File: config.mk
export PLATFORM = sky130hd
export DESIGN_NAME = mtseq_top
export DESIGN_NICKNAME = d
export VERILOG_FILES = /design/src/mtseq_pkg.sv /design/src/mtseq_top.sv
export SDC_FILE = /design/constraint.sdc
export NUM_CORES = 1
export LEC_CHECK = 0
export ABC_AREA = 1
export BUFFER_PORTS_ARGS = -buffer_cell sky130_fd_sc_hd__buf_2
export CAP_MARGIN = 30
export CORE_ASPECT_RATIO = 0.5
export CORE_MARGIN = 2
export CORE_UTILIZATION = 50
export DETAILED_ROUTE_END_ITERATION = 16
export GPL_ROUTABILITY_DRIVEN = 1
export PLACE_DENSITY_LB_ADDON = 0.05
export SLEW_MARGIN = 20
export SYNTH_ARGS = -nofsm -noshare
export SYNTH_HDL_FRONTEND = slang
export SYNTH_SLANG_ARGS = --single-unit
File: constraint.sdc
create_clock -name CORE_CLK -period 12.8 [get_ports CORE_CLK]
set_input_delay 2.56 -clock CORE_CLK [delete_from_list [all_inputs] [get_ports CORE_CLK]]
set_output_delay 2.56 -clock CORE_CLK [all_outputs]
set_load 0.05 [all_outputs]
File: src/mtseq_pkg.sv
/*
  Constants for the measurement trigger sequencer: register offsets,
  field positions, reset values, source and mode codes, states.
  Assumes a Wishbone slave with 32-bit data and byte addresses.
*/
package mtseq_pkg;
  // Register byte offsets
  localparam logic [7:0] MTS_CTRL_OFS = 8'h00;
  localparam logic [7:0] MTS_CHAN_OFS = 8'h04;
  localparam logic [7:0] MTS_CMD_OFS  = 8'h08;
  localparam logic [7:0] MTS_DLY_OFS  = 8'h0C;
  localparam logic [7:0] MTS_SWP_OFS  = 8'h10;
  localparam logic [7:0] MTS_STIM_OFS = 8'h14;
  localparam logic [7:0] MTS_STAT_OFS = 8'h18;
  // CTRL fields
  localparam int MTS_SRC_LSB   = 0;
  localparam int MTS_POINT_BIT = 2;
  localparam int MTS_POS_BIT   = 3;
  localparam int MTS_SCOPE_BIT = 4;
  localparam int MTS_AVG_BIT   = 5;
  localparam int MTS_AVGT_BIT  = 6;
  localparam int MTS_ACH_LSB   = 8;
  // CHAN fields
  localparam int MTS_MODE_LSB  = 0;
  localparam int MTS_ACT_LSB   = 8;
  localparam int MTS_DISP_LSB  = 12;
  localparam int MTS_PORT_LSB  = 16;
  // SWP fields
  localparam int MTS_NPTS_LSB  = 0;
  localparam int MTS_AVGF_LSB  = 16;
  // CMD bits
  localparam int MTS_CMD_TRIG    = 0;
  localparam int MTS_CMD_RESTART = 1;
  localparam int MTS_CMD_BUS     = 2;
  localparam int MTS_CMD_HOLDALL = 3;
  localparam int MTS_CMD_CONTDSP = 4;
  localparam int MTS_CMD_SINGLE  = 5;
  localparam int MTS_CMD_HOLD    = 6;
  localparam int MTS_CMD_CONT    = 7;
  // Trigger sources
  localparam logic [1:0] MTS_SRC_INT = 2'h0;
  localparam logic [1:0] MTS_SRC_EXT = 2'h1;
  localparam logic [1:0] MTS_SRC_MAN = 2'h2;
  localparam logic [1:0] MTS_SRC_BUS = 2'h3;
  // Channel trigger modes
  localparam logic [1:0] MTS_HOLD   = 2'h0;
  localparam logic [1:0] MTS_SINGLE = 2'h1;
  localparam logic [1:0] MTS_CONT   = 2'h2;
  // Reset values
  localparam logic [3:0]  MTS_RST_ACT   = 4'h1;
  localparam logic [3:0]  MTS_RST_DISP  = 4'h1;
  localparam logic [7:0]  MTS_RST_PORTS = 8'hFF;
  localparam logic [15:0] MTS_RST_NPTS  = 16'h0010;
  localparam logic [9:0]  MTS_RST_AVGF  = 10'h001;
  localparam logic [23:0] MTS_RST_STIME = 24'h000100;
  // Sequencer states
  typedef enum logic [3:0] {
    ST_IDLE = 4'h1,
    ST_DLY  = 4'h2,
    ST_MEAS = 4'h4,
    ST_NEXT = 4'h8
  } mts_state_t;
endpackage

File: src/mtseq_top.sv
/*
  Measurement trigger sequencer: trigger source and event selection,
  external edge detect, trigger delay, per-point ready interval,
  handler index, per-channel hold/single/continuous modes and scope.
  Assumes a classic Wishbone master on CORE_CLK and asynchronous
  external and handler trigger pins.
*/
`timescale 1ns/10ps
`default_nettype none
module mtseq_top
  import mtseq_pkg::*;
(
  input  wire logic        CORE_CLK,
  input  wire logic        RST_N,
  input  wire logic        WB_CYC_I,
  input  wire logic        WB_STB_I,
  input  wire logic        WB_WE_I,
  input  wire logic [7:0]  WB_ADR_I,
  input  wire logic [3:0]  WB_SEL_I,
  input  wire logic [31:0] WB_DAT_I,
  output logic      [31:0] WB_DAT_O,
  output logic             WB_ACK_O,
  input  wire logic        EXT_TRIG_IN,
  input  wire logic        HANDLER_TRIG_N,
  output logic             HANDLER_INDEX,
  output logic             MEAS_ACTIVE,
  output logic      [1:0]  MEAS_CHANNEL,
  output logic      [1:0]  STIM_PORT_EN
);

  typedef struct packed {
    mts_state_t  st;
    logic [2:0]  ext_s;
    logic        ext_f;
    logic [2:0]  hdl_s;
    logic        hdl_f;
    logic [1:0]  src;
    logic        point_ev;
    logic        pos_edge;
    logic        scope_act;
    logic        avg_on;
    logic        avg_trig;
    logic [1:0]  ach;
    logic [7:0]  modes;
    logic [3:0]  act_m;
    logic [3:0]  disp_m;
    logic [7:0]  ports;
    logic [15:0] dly;
    logic [15:0] npts;
    logic [9:0]  avgf;
    logic [23:0] stime;
    logic [3:0]  pend;
    logic [1:0]  ch;
    logic [15:0] pt;
    logic [9:0]  avgc;
    logic [15:0] cnt;
    logic [24:0] acc;
    logic        index;
    logic        meas;
    logic [1:0]  sport;
    logic        retrig;
    logic        ack;
    logic [31:0] rdat;
  } mts_reg_t;

  localparam mts_reg_t MTS_RST = '{st: ST_IDLE, act_m: MTS_RST_ACT,
    disp_m: MTS_RST_DISP, ports: MTS_RST_PORTS, npts: MTS_RST_NPTS,
    avgf: MTS_RST_AVGF, stime: MTS_RST_STIME, default: '0};

  mts_reg_t q;
  mts_reg_t d;

  // Byte-lane merge for Wishbone writes
  function automatic logic [31:0] mts_lane(input logic [31:0] o,
                                           input logic [31:0] n,
                                           input logic [3:0]  s);
    logic [31:0] r;
    r = o;
    for (int i = 0; i < 4; i++)
    begin
      if (s[i])
      begin
        r[i*8 +: 8] = n[i*8 +: 8];
      end
    end
    return r;
  endfunction

  // Lowest set channel of a mask
  function automatic logic [1:0] mts_first(input logic [3:0] m);
    logic [1:0] r;
    r = 2'h0;
    for (int i = 3; i >= 0; i--)
    begin
      if (m[i])
      begin
        r = 2'(i);
      end
    end
    return r;
  endfunction

  // Enter a point: delay first when external with a nonzero delay, else measure
  function automatic mts_reg_t mts_go(input mts_reg_t r);
    mts_reg_t x;
    x = r;
    x.acc = '0;
    if (r.src == MTS_SRC_EXT && r.dly != 16'h0000)
    begin
      x.st  = ST_DLY;
      x.cnt = r.dly;
    end
    else
    begin
      x.st = ST_MEAS;
    end
    return x;
  endfunction

  logic        req;
  logic        wr;
  logic        cmd_wr;
  logic [31:0] cmdv;
  logic [31:0] wv;
  logic [31:0] rv;
  logic        ext_edge;
  logic        hdl_edge;
  logic        trig;
  logic        eff_point;
  logic [3:0]  live;
  logic [3:0]  elig;
  logic [3:0]  rem;
  logic        pdone;
  logic        last_pt;
  logic        last_avg;
  logic [9:0]  nsw;
  logic [1:0]  cur_mode;

  // Next-state logic of the whole block
  always_comb
  begin
    d = q;
    // Pin synchronisers; a level counts once stages two and three agree
    d.ext_s = {q.ext_s[1:0], EXT_TRIG_IN};
    d.hdl_s = {q.hdl_s[1:0], HANDLER_TRIG_N};
    ext_edge = 1'b0;
    hdl_edge = 1'b0;
    if (q.ext_s[1] == q.ext_s[2])
    begin
      d.ext_f  = q.ext_s[2];
      ext_edge = (q.ext_s[2] != q.ext_f) && (q.ext_s[2] == q.pos_edge);
    end
    if (q.hdl_s[1] == q.hdl_s[2])
    begin
      d.hdl_f  = q.hdl_s[2];
      hdl_edge = q.hdl_f && !q.hdl_s[2]; // Fixed falling edge
    end

    // Wishbone slave: ack one cycle after request, write on ack edge
    req    = WB_CYC_I && WB_STB_I;
    d.ack  = req && !q.ack;
    wr     = req && q.ack && WB_WE_I;
    cmd_wr = wr && (WB_ADR_I == MTS_CMD_OFS);
    cmdv   = cmd_wr ? mts_lane(32'h0000_0000, WB_DAT_I, WB_SEL_I) : 32'h0000_0000;
    rv     = 32'h0000_0000;
    case (WB_ADR_I)
      MTS_CTRL_OFS:
      begin
        rv[MTS_SRC_LSB +: 2]   = q.src;
        rv[MTS_POINT_BIT]      = q.point_ev;
        rv[MTS_POS_BIT]        = q.pos_edge;
        rv[MTS_SCOPE_BIT]      = q.scope_act;
        rv[MTS_AVG_BIT]        = q.avg_on;
        rv[MTS_AVGT_BIT]       = q.avg_trig;
        rv[MTS_ACH_LSB +: 2]   = q.ach;
      end
      MTS_CHAN_OFS:
      begin
        rv[MTS_MODE_LSB +: 8]  = q.modes;
        rv[MTS_ACT_LSB +: 4]   = q.act_m;
        rv[MTS_DISP_LSB +: 4]  = q.disp_m;
        rv[MTS_PORT_LSB +: 8]  = q.ports;
      end
      MTS_DLY_OFS:  rv[15:0] = q.dly;
      MTS_SWP_OFS:
      begin
        rv[MTS_NPTS_LSB +: 16] = q.npts;
        rv[MTS_AVGF_LSB +: 10] = q.avgf;
      end
      MTS_STIM_OFS: rv[23:0] = q.stime;
      MTS_STAT_OFS: rv = {q.pt, 8'h00, q.ch, q.meas, q.index, q.st};
      default:      rv = 32'h0000_0000;
    endcase
    if (d.ack)
    begin
      d.rdat = rv;
    end
    wv = mts_lane(rv, WB_DAT_I, WB_SEL_I);
    if (wr)
    begin
      case (WB_ADR_I)
        MTS_CTRL_OFS:
        begin
          d.src       = wv[MTS_SRC_LSB +: 2];
          d.point_ev  = wv[MTS_POINT_BIT];
          d.pos_edge  = wv[MTS_POS_BIT];
          d.scope_act = wv[MTS_SCOPE_BIT];
          d.avg_on    = wv[MTS_AVG_BIT];
          d.avg_trig  = wv[MTS_AVGT_BIT];
          d.ach       = wv[MTS_ACH_LSB +: 2];
        end
        MTS_CHAN_OFS:
        begin
          d.modes  = wv[MTS_MODE_LSB +: 8];
          d.act_m  = wv[MTS_ACT_LSB +: 4];
          d.disp_m = wv[MTS_DISP_LSB +: 4];
          d.ports  = wv[MTS_PORT_LSB +: 8];
        end
        MTS_DLY_OFS:  d.dly = wv[15:0];
        MTS_SWP_OFS:
        begin
          d.npts = wv[MTS_NPTS_LSB +: 16];
          d.avgf = wv[MTS_AVGF_LSB +: 10];
        end
        MTS_STIM_OFS: d.stime = wv[23:0];
        default:      d.rdat = d.rdat;
      endcase
    end

    // Mode commands
    if (cmdv[MTS_CMD_HOLDALL])
    begin
      d.modes = 8'h00;
    end
    for (int i = 0; i < 4; i++)
    begin
      if (cmdv[MTS_CMD_CONTDSP] && q.disp_m[i])
      begin
        d.modes[i*2 +: 2] = MTS_CONT;
      end
    end
    if (cmdv[MTS_CMD_SINGLE])
    begin
      d.modes[q.ach*2 +: 2] = MTS_SINGLE;
    end
    if (cmdv[MTS_CMD_HOLD])
    begin
      d.modes[q.ach*2 +: 2] = MTS_HOLD;
    end
    if (cmdv[MTS_CMD_CONT])
    begin
      d.modes[q.ach*2 +: 2] = MTS_CONT;
    end

    // Channel eligibility from activation, mode and scope
    for (int i = 0; i < 4; i++)
    begin
      live[i] = q.act_m[i] && (q.modes[i*2 +: 2] != MTS_HOLD);
      elig[i] = live[i] && (!q.scope_act || q.ach == 2'(i));
    end
    eff_point = q.point_ev && (q.src != MTS_SRC_INT);
    nsw       = (q.avg_on && q.avg_trig && q.avgf != 10'h000) ? q.avgf : 10'h001;
    cur_mode  = d.modes[q.ch*2 +: 2];

    // The single trigger source
    case (q.src)
      MTS_SRC_INT: trig = 1'b1;
      MTS_SRC_EXT: trig = ext_edge || hdl_edge;
      MTS_SRC_MAN: trig = cmdv[MTS_CMD_TRIG];
      MTS_SRC_BUS: trig = cmdv[MTS_CMD_BUS];
      default:     trig = 1'b0;
    endcase

    // Ready interval: accumulate points per cycle up to sweep time
    pdone    = (q.npts == 16'h0000) || ((q.acc + 25'(q.npts)) >= 25'(q.stime));
    last_pt  = (q.pt + 16'h0001) >= q.npts;
    last_avg = (q.avgc + 10'h001) >= nsw;
    rem      = q.pend & ~(4'h1 << q.ch) & live;

    // Sequencer
    case (q.st)
      ST_IDLE:
      begin
        // A pending restart is used up here, so it cannot fire on a later mode change
        d.retrig = 1'b0;
        if ((trig || q.retrig) && elig != 4'h0)
        begin
          d.pend   = elig;
          d.ch     = mts_first(elig);
          d.pt     = 16'h0000;
          d.avgc   = 10'h000;
          d.index  = eff_point;
          d        = mts_go(d);
        end
      end
      ST_DLY:
      begin
        d.cnt = q.cnt - 16'h0001;
        if (q.cnt == 16'h0001)
        begin
          d.st = ST_MEAS;
        end
      end
      ST_MEAS:
      begin
        // Triggers are not looked at while a point runs
        d.acc = q.acc + 25'(q.npts);
        if (pdone)
        begin
          d.pt = q.pt + 16'h0001;
          d.st = eff_point ? ST_NEXT : ST_IDLE;
          if (last_pt)
          begin
            d.pt   = 16'h0000;
            d.avgc = q.avgc + 10'h001;
            if (last_avg)
            begin
              d.avgc = 10'h000;
              if (cur_mode == MTS_SINGLE)
              begin
                d.modes[q.ch*2 +: 2] = MTS_HOLD;
              end
              d.pend = rem; // Finished channel leaves the pending set
              d.ch   = mts_first(rem);
              if (rem == 4'h0)
              begin
                d.st    = ST_IDLE; // Continuous channels retrigger from idle
                d.index = 1'b0;
                d.pend  = 4'h0;
              end
            end
          end
          if (d.st == ST_IDLE && d.pend != 4'h0)
          begin
            d = mts_go(d);
          end
        end
      end
      ST_NEXT:
      begin
        if (trig)
        begin
          d = mts_go(d);
        end
      end
      default: d.st = ST_IDLE;
    endcase

    // Hold stops the running channel at once, a sweep starting now too; restart gives a fresh trigger
    if ((d.st != ST_IDLE && d.modes[d.ch*2 +: 2] == MTS_HOLD) || cmdv[MTS_CMD_RESTART])
    begin
      d.st    = ST_IDLE;
      d.pend  = 4'h0;
      d.index = 1'b0;
    end
    if (cmdv[MTS_CMD_RESTART])
    begin
      d.retrig = 1'b1;
    end

    // Registered outputs
    d.meas  = (d.st == ST_MEAS);
    d.sport = d.meas ? d.ports[d.ch*2 +: 2] : 2'h0;
  end

  // State register
  always_ff @(posedge CORE_CLK)
  begin
    if (!RST_N)
    begin
      q <= MTS_RST;
    end
    else
    begin
      q <= d;
    end
  end

  // Outputs straight from flip-flops
  assign WB_DAT_O      = q.rdat;
  assign WB_ACK_O      = q.ack;
  assign HANDLER_INDEX = q.index;
  assign MEAS_ACTIVE   = q.meas;
  assign MEAS_CHANNEL  = q.ch;
  assign STIM_PORT_EN  = q.sport;
endmodule
`default_nettype wire

==> results.yml <==
run_status:
  outcome: "completed"
finish:
  fin_util: 0.553
  area_growth_pct: 9.35
  fin_cells: 2451
  drive_above_1_share: 0.126
  final_cell_mix: "nand2_1 (435), inv_1 (243), dfxtp_1 (222)"
  fin_nets: 2173
  final_common_cell: "nand2_1"
critical_path:
  required_ps: 13240
  critPathLaunchType: "register"
  cp.arrival_ps: 6680
  reg2reg_slack_ps: 6560
  critPathCaptureType: "register"
  cpMostUsedCell: "nand2_1"
  critPathMaxFanout: 27
  crit_type: "reg -> reg"
  slowest_delay_ps: 530
  crit_path_top_delay_cell: "dfxtp_1"
  worstRegToRegCells: 29
clock_network:
  clkTransAtPathRegs_ps: 70
  clockRootBuffer: "clkbuf_16"
  cts.htree.levels: 1
  postCtsSetupBuffers: 0
  cts_resized: 0
  cts.sinks: 222
  cts_max_path_buffers: 3
  cts_buffers: 23
  clk_latency_ps: 540
  cts_hold_buffers: 0
  cts_tree: "done"
timing:
  timing.fmax_mhz: 160
  setup_viol: 0
  finalHoldViolations: 0
  rsz0062_at_grt: "false"
  slew_viol_final: 0
  maxSlewHeadroom: 0.376
  period_share: 0.487
  clock_skew_ps: 19.5
  worst_slew_pin_slew_ps: 933
  finalCriticalPeriod_ps: 6240
  timing.setup.tns_ps: 0
placed_design:
  dp_hpwl_mm: 32.2
  routabilityCongestion: 0.924
  port_buffers: 83
  dp_cells: 2407
synthesis:
  syn_avg_cell_area_sq_um: 6.83
  yosys_most_used_dff: "dfxtp_1"
  netlist_area_sq_mm: 0.0139
  ys_warn_count: 0
  syn_inst: 2040
  synth.distinct_cells: 55
  synth_async_sr_flop_share: 0
  synth_edf_count: 0
  synth-seq-cells: 222
  seq_area_frac_synth: 0.319
  syn_nets: 2162
route:
  ant_nets: 0
  avgViaCountPerCell: 5.39
  avgRoutedWirePerCell_um: 17.4
  drc: 0
  firstDrtPassIters: 6
  drt_wl_total_mm: 42.7
  drtIter0Drc: 1287
  via_count: 13200
die:
  num_rows: 43
  fp.dieW_um: 240
  start_util: 0.506
  core_sq_mm: 0.0275
  ioPinCount: 90
  die_area_sq_mm: 0.0293
  die_y_um: 122
global_route:
  grt_pass1_vias: 11800
  grt-busiest-layer: "met2"
  grt_max_degree: 75
  grt_pass1_wl_mm: 66.0
  grt_overflow: 0
  gr-usage-met3: 0.0594
  antenna_found_initial: 1
  met2_usage: 0.445
  grtUsageTotal: 0.292
  use_met1: 0.425
min_path:
  hp-class: "reg -> reg"
  whs_path_depth: 2
power:
  p_total_mw: 1.59
  leakagePower_nw: 7.01
  power_density_mw_per_mm2: 104
  ir_drop_mv: 0.0841
run:
  cap_viol_max_count: 0
==> logic make-up after synthesis <==
| group | count (synthesis) | synth area share |
|---|---|---|
| AO/OA/AOI/OAI | 487 | 0.208 |
| XOR/XNOR | 50 | 0.0314 |
| adder cells (fa/ha/maj) | 71 | 0.0643 |
| buffers and inverters | 379 | 0.117 |
| flip-flops | 222 | 0.319 |
| AND/OR/NAND/NOR | 831 | 0.261 |
==> state kept, by name (all words and copies together) (netlist names) <==
signal / cells
q: 183
WB_DAT_O: 32
MEAS_CHANNEL: 2
STIM_PORT_EN: 2
HANDLER_INDEX: 1
MEAS_ACTIVE: 1
WB_ACK_O: 1
==> cell usage after synthesis (all sizes together), types with 3 or more instances <==
library cell    n  area [sq um]
nor2          199           851
xnor2          10          87.6
xor2           40           350
a221oi         19           204
o211ai         17           178
buf            59           427
a211oi         13           138
dfxtp         222          4440
inv           268          1010
nand3b          5          37.5
clkbuf         51           191
o21ai         188           982
o31ai           3          50.1
nand3         115           608
a21oi         211          1090
ha             70           876
nor4            9          56.3
o21a            5          37.5
nand2         452          1760
nand4          21           153
o21bai          4          30.0
o22ai          15          93.8
nor3           25           130
or2             4          25.0
a31oi           5          31.3
==> worst paths after layout <==
kind | from | end
max | q[145] | q[93]
min | q[211] | q[212]
max reg2reg | q[145] | q[93]
min reg2reg | q[211] | q[212]
==> metrics by stage <==
stage          hold WS (ps)  worst slack, ps  cell area, sq um
2_1_floorplan           390             8200             13900
3_3_place_gp            393             6700             14300
3_5_place_dp            405             6800             14300
4_1_cts                 420             6720             15200
5_1_grt                 438             6080             15200
6_report                415             6560             15200
==> critical path: cells and delay by family, from the launching register on <==
family	cells	cell delay [ps]
adder cells (fa/ha/maj)	3	790
flip-flops	1	530
AO/OA/AOI/OAI	7	1640
XOR/XNOR	1	250
AND/OR/NAND/NOR	15	2130
buffers and inverters	3	780
==> report_power, final <==
group          leakage [nW]  total (mW)  internal, mW  switching [mW]
logic                  4.78      0.0874        0.0198          0.0676
clock network         0.432       0.797         0.496           0.302
registers              1.79       0.701         0.698         0.00320
total                  7.01        1.59          1.21           0.372
==> routing by layer <==
layer,vias up,wire (um)
met4,0,826
met1,6048,21100
met5,-,0
met3,53,3250
met2,400,17600
li1,6707,-
==> final cells by class <==
class / count / area (sq um)
well taps: 382 / 478
flip-flops and latches: 222 / 4440
repair buffers: 96 / 543
diodes: 1 / 2.50
fillers: 2832 / 12300
inverters: 269 / 1010
multi-input cells: 1439 / 7880
clock inverters: 11 / 234
clock buffers: 31 / 646
Power figures use the tool's default switching activity.
